### src/logic/spwm_pkg.sv
package spwm_pkg;

  // Register addresses on the internal special function register bus.
  localparam logic [7:0] SPWM_CONTROL_ADDR = 8'ha9;
  localparam logic [7:0] SPWM_DUTY_ADDR = 8'haa;

  // Values after reset: channel disabled, zero duty.
  localparam logic [7:0] SPWM_CONTROL_RESET = 8'h00;
  localparam logic [7:0] SPWM_DUTY_RESET = 8'h00;

  // Field positions inside the control register.
  localparam int SPWM_MODE_MSB = 7;
  localparam int SPWM_MODE_LSB = 6;
  localparam int SPWM_PRESCALE_MSB = 5;
  localparam int SPWM_PRESCALE_LSB = 0;

  // Full-scale counts: the number of prescaled ticks in one period.
  localparam logic [7:0] SPWM_FULL_6BIT = 8'h3f;
  localparam logic [7:0] SPWM_FULL_7BIT = 8'h7f;
  localparam logic [7:0] SPWM_FULL_8BIT = 8'hff;

  // Duty masks per resolution.
  localparam logic [7:0] SPWM_MASK_6BIT = 8'h3f;
  localparam logic [7:0] SPWM_MASK_7BIT = 8'h7f;
  localparam logic [7:0] SPWM_MASK_8BIT = 8'hff;

  // Enable and resolution select encodings.
  typedef enum logic [1:0] {
    SPWM_MODE_OFF = 2'b00,
    SPWM_MODE_6BIT = 2'b01,
    SPWM_MODE_7BIT = 2'b10,
    SPWM_MODE_8BIT = 2'b11
  } spwm_mode_t;

endpackage

### src/logic/spwm_prescaler.sv
`timescale 1ns/1ns
// Divides the core clock by (factor + 1) into a one-cycle tick enable.
module spwm_prescaler #(
  parameter int FACTOR_WIDTH = 6
) (
  input wire logic core_clk,
  input wire logic reset,
  input wire logic run,
  input wire logic [FACTOR_WIDTH-1:0] factor,
  output logic tick
);
  import spwm_pkg::*;

  // All state of the divider.
  typedef struct packed {
    logic [FACTOR_WIDTH-1:0] count;
  } spwm_div_state_t;

  spwm_div_state_t state_reg;
  spwm_div_state_t state_next;

  // The tick fires on the last cycle of each group of (factor + 1) clocks.
  assign tick = run && (state_reg.count >= factor);

  // Count core clock cycles; a smaller factor written mid-count ends the group at once.
  always_comb begin
    state_next = state_reg;
    if (!run || tick) begin
      state_next.count = '0;
    end else begin
      state_next.count = state_reg.count + 1'b1;
    end
  end

  // Register the divider state.
  always_ff @(posedge core_clk) begin
    if (reset) begin
      state_reg <= '0;
    end else begin
      state_reg <= state_next;
    end
  end

  // A tick always restarts the count.
  tick_restart_a: assert property (@(posedge core_clk) disable iff (reset)
    tick |=> state_reg.count == '0)
    else $error("Prescaler did not restart after a tick.");

  // With a steady factor of zero every enabled cycle ticks.
  factor_zero_a: assert property (@(posedge core_clk) disable iff (reset)
    run && factor == '0 |-> tick)
    else $error("Factor zero must tick every cycle.");

  // A stopped divider never ticks.
  stopped_idle_a: assert property (@(posedge core_clk) disable iff (reset)
    !run |-> !tick)
    else $error("Stopped prescaler produced a tick.");

  cover_tick_c: cover property (@(posedge core_clk) disable iff (reset) run && factor != '0 && tick);

endmodule // spwm_prescaler

### src/logic/spwm_top.sv
`timescale 1ns/1ns
// One-channel pulse width modulator behind two special function registers.
module spwm_top (
  input wire logic core_clk,
  input wire logic reset,
  input wire logic [7:0] sfr_addr,
  input wire logic [7:0] sfr_wdata,
  input wire logic sfr_wr,
  input wire logic sfr_rd,
  output logic [7:0] sfr_rdata,
  output logic pwm_out
);
  import spwm_pkg::*;

  // All state of the modulator in one place.
  typedef struct packed {
    logic [7:0] pwm_control;
    logic [7:0] pwm_duty_cycle;
    logic [7:0] period_cnt;
    logic out;
    logic [7:0] rdata;
  } spwm_state_t;

  spwm_state_t state_reg;
  spwm_state_t state_next;

  // Decoded view of the control register currently held.
  spwm_mode_t mode_now;
  // Prescaled tick from the divider.
  logic tick;
  // Running flag handed to the divider.
  logic run;

  // Working values for the combinational process.
  spwm_mode_t mode_new;
  logic [7:0] full_new;
  logic [7:0] mask_new;
  logic [7:0] duty_new;

  // Mode field of the control register as it stands now; it gates the divider.
  assign mode_now = spwm_mode_t'(state_reg.pwm_control[SPWM_MODE_MSB:SPWM_MODE_LSB]);
  assign run = (mode_now != SPWM_MODE_OFF);

  // The prescaler sits on the core clock, so period length is only ever a count of crystal cycles.
  spwm_prescaler #(
    .FACTOR_WIDTH(6)
  ) u_prescaler (
    .core_clk(core_clk),
    .reset(reset),
    .run(run),
    .factor(state_reg.pwm_control[SPWM_PRESCALE_MSB:SPWM_PRESCALE_LSB]),
    .tick(tick)
  );

  // Register writes, period counting and the output compare.
  always_comb begin
    state_next = state_reg;
    mode_new = SPWM_MODE_OFF;
    full_new = SPWM_FULL_8BIT;
    mask_new = SPWM_MASK_8BIT;
    duty_new = 8'h00;

    // Register writes land in the same cycle the compare sees them.
    if (sfr_wr && sfr_addr == SPWM_CONTROL_ADDR) begin
      state_next.pwm_control = sfr_wdata;
    end else if (sfr_wr && sfr_addr == SPWM_DUTY_ADDR) begin
      state_next.pwm_duty_cycle = sfr_wdata;
    end

    // Reads return a registered copy one cycle later; other addresses read zero.
    // A read in the same cycle as a write returns the value from before that write.
    if (sfr_rd && sfr_addr == SPWM_CONTROL_ADDR) begin
      state_next.rdata = state_reg.pwm_control;
    end else if (sfr_rd && sfr_addr == SPWM_DUTY_ADDR) begin
      state_next.rdata = state_reg.pwm_duty_cycle;
    end else if (sfr_rd) begin
      state_next.rdata = 8'h00;
    end

    // Resolution picks the full-scale count and how many duty bits count.
    mode_new = spwm_mode_t'(state_next.pwm_control[SPWM_MODE_MSB:SPWM_MODE_LSB]);
    case (mode_new)
      SPWM_MODE_6BIT: begin
        full_new = SPWM_FULL_6BIT;
        mask_new = SPWM_MASK_6BIT;
      end
      SPWM_MODE_7BIT: begin
        full_new = SPWM_FULL_7BIT;
        mask_new = SPWM_MASK_7BIT;
      end
      default: begin
        full_new = SPWM_FULL_8BIT;
        mask_new = SPWM_MASK_8BIT;
      end
    endcase
    // Masking here keeps stray upper duty bits away from the compare.
    duty_new = state_next.pwm_duty_cycle & mask_new;

    // The divider follows the mode held now, while this edge already commits the new mode.
    // Both are looked at so that a disabling write stops the counter at the same edge.
    if (mode_new == SPWM_MODE_OFF || mode_now == SPWM_MODE_OFF) begin
      // Disabled channel holds the counter at zero and the pin low.
      state_next.period_cnt = 8'h00;
    end else if (state_reg.period_cnt >= full_new) begin
      // A resolution drop can leave the count beyond the new scale; restart the period at once
      // rather than wait for the next tick with the output stuck low.
      state_next.period_cnt = 8'h00;
    end else if (tick) begin
      // Wrap after full-1, so one period is exactly full ticks long.
      if (state_reg.period_cnt >= full_new - 8'h01) begin
        state_next.period_cnt = 8'h00;
      end else begin
        state_next.period_cnt = state_reg.period_cnt + 8'h01;
      end
    end

    // The compare runs on the fresh duty value, not on a period-latched copy. That is why a
    // mid-period write may add extra edges, but the period average always sits between
    // the old and the new setting.
    if (mode_new == SPWM_MODE_OFF || mode_now == SPWM_MODE_OFF) begin
      state_next.out = 1'b0;
    end else begin
      state_next.out = (state_next.period_cnt < duty_new);
    end
  end

  // Register the whole modulator state.
  always_ff @(posedge core_clk) begin
    if (reset) begin
      // Reset leaves the channel off, with zero duty and a cleared read latch.
      state_reg.pwm_control <= SPWM_CONTROL_RESET;
      state_reg.pwm_duty_cycle <= SPWM_DUTY_RESET;
      state_reg.period_cnt <= 8'h00;
      state_reg.out <= 1'b0;
      state_reg.rdata <= 8'h00;
    end else begin
      state_reg <= state_next;
    end
  end

  // Both outputs come straight from flip-flops.
  assign sfr_rdata = state_reg.rdata;
  assign pwm_out = state_reg.out;

  // Disabled channel stays low and its counter stays at zero.
  off_stays_low_a: assert property (@(posedge core_clk) disable iff (reset)
    mode_now == SPWM_MODE_OFF |-> !pwm_out && state_reg.period_cnt == 8'h00)
    else $error("Disabled modulator is active.");

  // In six-bit mode the counter never reaches 63, even right after a resolution drop.
  six_bit_range_a: assert property (@(posedge core_clk) disable iff (reset)
    mode_now == SPWM_MODE_6BIT |-> state_reg.period_cnt < 8'h3f)
    else $error("Six-bit counter out of range.");

  // In seven-bit mode the counter wraps from 126 to zero.
  seven_bit_wrap_a: assert property (@(posedge core_clk) disable iff (reset)
    mode_now == SPWM_MODE_7BIT && !sfr_wr && tick && state_reg.period_cnt == 8'h7e
    |=> state_reg.period_cnt == 8'h00)
    else $error("Seven-bit counter did not wrap at 127.");

  // In eight-bit mode the counter steps past 253 to 254 before wrapping.
  eight_bit_step_a: assert property (@(posedge core_clk) disable iff (reset)
    mode_now == SPWM_MODE_8BIT && !sfr_wr && tick && state_reg.period_cnt == 8'hfd
    |=> state_reg.period_cnt == 8'hfe)
    else $error("Eight-bit counter wrapped early.");

  // A duty write of zero forces the pin low on the very next edge.
  duty_immediate_a: assert property (@(posedge core_clk) disable iff (reset)
    sfr_wr && sfr_addr == SPWM_DUTY_ADDR && sfr_wdata == 8'h00 |=> !pwm_out)
    else $error("Duty write did not take effect at once.");

  // Full duty in eight-bit mode holds the pin high while counting.
  full_duty_high_a: assert property (@(posedge core_clk) disable iff (reset)
    (mode_now == SPWM_MODE_8BIT && state_reg.pwm_duty_cycle == 8'hff && !sfr_wr) [*2] |-> pwm_out)
    else $error("Full duty did not hold the pin high.");

  // Without a tick or a register write the counter does not move.
  no_tick_hold_a: assert property (@(posedge core_clk) disable iff (reset)
    run && !tick && !sfr_wr |=> $stable(state_reg.period_cnt))
    else $error("Counter moved without a tick.");

  // In seven-bit mode the counter never reaches 127.
  seven_bit_range_a: assert property (@(posedge core_clk) disable iff (reset)
    mode_now == SPWM_MODE_7BIT |-> state_reg.period_cnt < 8'h7f)
    else $error("Seven-bit counter out of range.");

  // In six-bit mode the counter wraps from 62 to zero.
  six_bit_wrap_a: assert property (@(posedge core_clk) disable iff (reset)
    mode_now == SPWM_MODE_6BIT && !sfr_wr && tick && state_reg.period_cnt == 8'h3e
    |=> state_reg.period_cnt == 8'h00)
    else $error("Six-bit counter did not wrap at 63.");

  // In eight-bit mode the counter wraps from 254 to zero.
  eight_bit_wrap_a: assert property (@(posedge core_clk) disable iff (reset)
    mode_now == SPWM_MODE_8BIT && !sfr_wr && tick && state_reg.period_cnt == 8'hfe
    |=> state_reg.period_cnt == 8'h00)
    else $error("Eight-bit counter did not wrap at 255.");

  // A control read returns the value held at the read edge.
  control_readback_a: assert property (@(posedge core_clk) disable iff (reset)
    sfr_rd && sfr_addr == SPWM_CONTROL_ADDR |=> sfr_rdata == $past(state_reg.pwm_control))
    else $error("Control read returned a wrong value.");

  // A duty read returns all eight stored bits.
  duty_readback_a: assert property (@(posedge core_clk) disable iff (reset)
    sfr_rd && sfr_addr == SPWM_DUTY_ADDR |=> sfr_rdata == $past(state_reg.pwm_duty_cycle))
    else $error("Duty read returned a wrong value.");

  // A disabling write drops the pin and clears the counter at the same edge.
  disable_clears_a: assert property (@(posedge core_clk) disable iff (reset)
    sfr_wr && sfr_addr == SPWM_CONTROL_ADDR && sfr_wdata[SPWM_MODE_MSB:SPWM_MODE_LSB] == SPWM_MODE_OFF
    |=> !pwm_out && state_reg.period_cnt == 8'h00)
    else $error("Disabling write left the modulator active.");

  // Covers for the main scenarios: six-bit pulses, a duty change, an eight-bit wrap and a disable.
  cover_six_bit_c: cover property (@(posedge core_clk) disable iff (reset)
    mode_now == SPWM_MODE_6BIT && $rose(pwm_out));
  cover_duty_change_c: cover property (@(posedge core_clk) disable iff (reset)
    run && sfr_wr && sfr_addr == SPWM_DUTY_ADDR ##1 $fell(pwm_out));
  cover_eight_wrap_c: cover property (@(posedge core_clk) disable iff (reset)
    mode_now == SPWM_MODE_8BIT && state_reg.period_cnt == 8'hfe ##1 state_reg.period_cnt == 8'h00);
  cover_disable_c: cover property (@(posedge core_clk) disable iff (reset)
    run && sfr_wr && sfr_addr == SPWM_CONTROL_ADDR && sfr_wdata[SPWM_MODE_MSB:SPWM_MODE_LSB] == SPWM_MODE_OFF);

endmodule // spwm_top

### config.mk
export PLATFORM = sky130hd
export DESIGN_NAME = spwm_top
export DESIGN_NICKNAME = d
export VERILOG_FILES = /design/src/logic/spwm_pkg.sv /design/src/logic/spwm_prescaler.sv /design/src/logic/spwm_top.sv
export SDC_FILE = /design/constraint.sdc
export NUM_CORES = 1
export LEC_CHECK = 0
export ABC_AREA = 1
export BUFFER_PORTS_ARGS = -buffer_cell sky130_fd_sc_hd__buf_2
export CAP_MARGIN = 40
export CORE_MARGIN = 2
export CORE_UTILIZATION = 62
export CTS_CLUSTER_SIZE = 25
export DETAILED_ROUTE_END_ITERATION = 6
export PLACE_DENSITY = 0.84
export REMOVE_ABC_BUFFERS = 1
export SLEW_MARGIN = 25
export SYNTH_ARGS = -nofsm -noshare
export SYNTH_HDL_FRONTEND = slang
export SYNTH_SLANG_ARGS = --single-unit
### constraint.sdc
create_clock -name core_clk -period 8.3 [get_ports core_clk]
set_clock_uncertainty 0.2 [all_clocks]
set_input_delay 1.66 -clock core_clk [delete_from_list [all_inputs] [get_ports core_clk]]
set_output_delay 1.66 -clock core_clk [all_outputs]
set_load 0.01 [all_outputs]
==> run_results.csv <==
group,metric,value,unit
outcome,status,"finished, final reports clean",
grt,grt_util_all_layers,24.56,%
yosys,avgSynthCellArea,7.609,um2
worst_setup_path,arrival,5.09,ns
power_and_ir_drop,seqPwrFrac,63.2,%
worst_setup_path,worstPathRequired,8.39,ns
placement,io_buffers,28,
route,drc,0,
power_and_ir_drop,switchingPower,0.07222,mW
finish,syn2layout_area_growth,7.469,%
timing,finalCritPeriodShare,60.25,%
yosys,netlist-cell-type-count,38,
grt,antenna_found_initial,0,
yosys,synth_most_common_cell,"nor2_1",
placement,globalplace.congestion,0.8042,
yosys,synthFlopType,"dfxtp_1",
placement,dpl_cell_area,2359,um2
power_and_ir_drop,ir_drop,0.09855,mV
yosys,yosysTopAreaCell,"dfxtp_1",
cts,clk_latency,0.36,ns
floorplan,ioPinCount,29,
finish,insertedDiodeCount,0,
worst_setup_path,rr_startpoint,"mode_now[0]$_SDFF_PP0_",
yosys,synth_area_leaders,"dfxtp_1 35%, ha_1 11%, nor2_1 7.2%, inv_1 6.7%, nand2_1 6.7%",
cts,root_buffer,"clkbuf_4",
route,dr.pass1.iters,4,
power_and_ir_drop,internal_power,0.2242,mW
timing,rsz0062_at_grt,"false",
worst_setup_path,crit_path_end_kind,"register",
yosys,synth.cell_area,2245,um2
finish,design_area,2412,um2
timing,hold-worst-slack,0.2796,ns
yosys,ys_ff_latch,39,
cts,cts-resized-gates,0,
route,routed_wl,4483,um
grt,grt_max_degree,35,
cts,cts_tree,"done",
yosys,synth.top_cell.area_share,34.78,%
yosys,ys_seq_area_share,34.78,%
worst_hold_path,hp-class,"reg -> reg",
floorplan,core-area,3416,um2
grt,grt_remaining_overflow,0,
route,drt_iter0_drc,123,
worst_setup_path,critPathMaxFanout,16,
floorplan,die-width,64.17,um
cts,clk_pin_slew,0.12,ns
power_and_ir_drop,combinationalPowerShare,4.1,%
cts,htree_levels,2,
yosys,synth_edf_count,0,
cts,cts_setup_buffers,0,
route,via_per_inst,5.231,
finish,nNetsFinal,356,
power_and_ir_drop,powerDensity,122.9,nW/um2
route,vias,1899,
floorplan,fp-row-count,21,
yosys,yosys_warnings,0,
worst_setup_path,startpoint_type,"input port",
yosys,syn_inst,295,
grt,grt_pass1_wl,7803,um
worst_setup_path,reg2reg_slack,5.19,ns
job,cap_violations,0,
worst_setup_path,path_class,"in -> reg",
floorplan,start_util,65.71,%
floorplan,dieHeight,64.17,um
cts,cts_hold_buf,0,
cts,cts_buffers,5,
cts,clock_sinks,39,
timing,layout_min_cycle_time,5.001,ns
timing,setup_viol_count_final,0,
timing,timing.final.max_slew_violations,0,
cts,clockBufferDepth,2,
timing,hold_violations,0,
timing,max_freq,0.2000,GHz
worst_setup_path,startpoint,"sfr_addr[1]",
finish,drive_gt1_share,19.56,%
timing,tightest_slew,0.6015,ns
timing,fin_tns_setup,0,ns
grt,grt_pass1_vias,1839,
worst_hold_path,hold_start,"u_prescaler.state_reg[0]$_SDFF_PP0_",
route,wl_per_cell,12.35,um
finish,largest_reg_flops,22,
yosys,synthTopCellsByCount,"43 x nor2_1, 40 x inv_1, 40 x nand2_1, 39 x dfxtp_1, 20 x ha_1",
power_and_ir_drop,clock_power_share,32.7,%
timing,relSlewSlack,59.90,%
finish,post-route-util,70.62,%
floorplan,die_area,4118,um2
placement,dp.final_hpwl,3459,um
power_and_ir_drop,p_leak,1.153,nW
route,antenna_left,0,
power_and_ir_drop,sw_frac_of_total,24.36,%
yosys,synth-async-reset-ratio,0,%
[metal layers]
metal | vias to the layer above | wire [um] | global-route usage [%]
met3 | 6 | 240 | 7.394
li1 | 996 | - | -
met5 | - | 0 | 0
met1 | 852 | 2256 | 31.34
met2 | 45 | 1920 | 38.28
met4 | 0 | 65 | 10.90
[worst paths after layout]
check / to / cells past startpoint
hold / removal: u_prescaler.state_reg[0]$_SDFF_PP0_ / 1
setup reg to reg: pwm_out$_SDFF_PP0_ / 14
hold reg to reg: u_prescaler.state_reg[0]$_SDFF_PP0_ / 1
setup / recovery: pwm_out$_SDFF_PP0_ / 17
[power by group through the flow]
stage	clock [mW]	combinational (mW)	sequential, mW
after CTS	0.100	0.0121	0.187
after detailed placement	0	0.0120	0.192
after floorplan	0	0.00315	0.191
final	0.0971	0.0121	0.187
after global routing	0.108	0.0133	0.187
after global placement	0	0.0120	0.192
[layout make-up]
cell class / count / area [um2]
clock inverter: 2 / 12.51
tap: 46 / 57.56
fill: 275 / 1003
sequential: 39 / 780.7
inverter: 45 / 171.4
timing repair buffer: 28 / 140.1
multi-input combinational: 197 / 1209
clock buffer: 6 / 41.29
[cells in the final DEF, fill, tap and decap left out, types with 2 or more instances in the layout]
cell type | synthesis | routed
nor2_2 | 2 | 2
nand3_1 | 8 | 8
mux2i_1 | 6 | 6
buf_2 | 1 | 28
a221oi_1 | 2 | 2
nor4_1 | 6 | 6
inv_2 | 3 | 3
clkbuf_4 | 0 | 5
a21oi_1 | 13 | 13
a21oi_2 | 2 | 2
nand2_2 | 7 | 7
nor3_1 | 8 | 8
dfxtp_1 | 39 | 39
a211oi_1 | 6 | 6
nor2_1 | 43 | 43
nand2_4 | 4 | 4
nor3_2 | 2 | 2
o21ai_1 | 2 | 2
nand2_1 | 40 | 40
xor2_1 | 2 | 2
o21ai_0 | 9 | 9
inv_1 | 40 | 40
nand4_1 | 3 | 3
ha_1 | 20 | 20
or2_2 | 2 | 2
[through the flow]
stage / setup slack (ns) / std cells / total power, mW
after floorplan: 3.539 / 281 / 0.1946
after global placement: 3.108 / 355 / 0.2035
after detailed placement: 2.976 / 355 / 0.2035
after CTS: 3.289 / 363 / 0.2994
after global routing: 2.940 / 363 / 0.3084
final: 3.299 / 363 / 0.2964
[critical path: stages]
cell and delay [ns]:
buf_2 0.10, nor4_1 0.27, nand2_1 0.21, inv_2 0.10, nand2_2 0.17, o21ai_0 0.35
ha_1 0.31, ha_1 0.31, a21oi_1 0.27, nand2_1 0.11, nor2_2 0.15, nand2_4 0.11
nor3_1 0.28, ha_1 0.29, a21oi_1 0.13, o2111ai_1 0.13, a21oi_2 0.13
[cell families after synthesis]
logic type | Yosys count | share of synthesized area (%)
compound gates | 38 | 10.26
xor+xnor | 3 | 1.171
fa+ha+maj | 20 | 11.15
buf+inv | 59 | 11.37
flops | 39 | 34.78
mux | 6 | 2.676
simple gates | 130 | 28.60
Note: power is estimated with default switching activity, not from simulation.
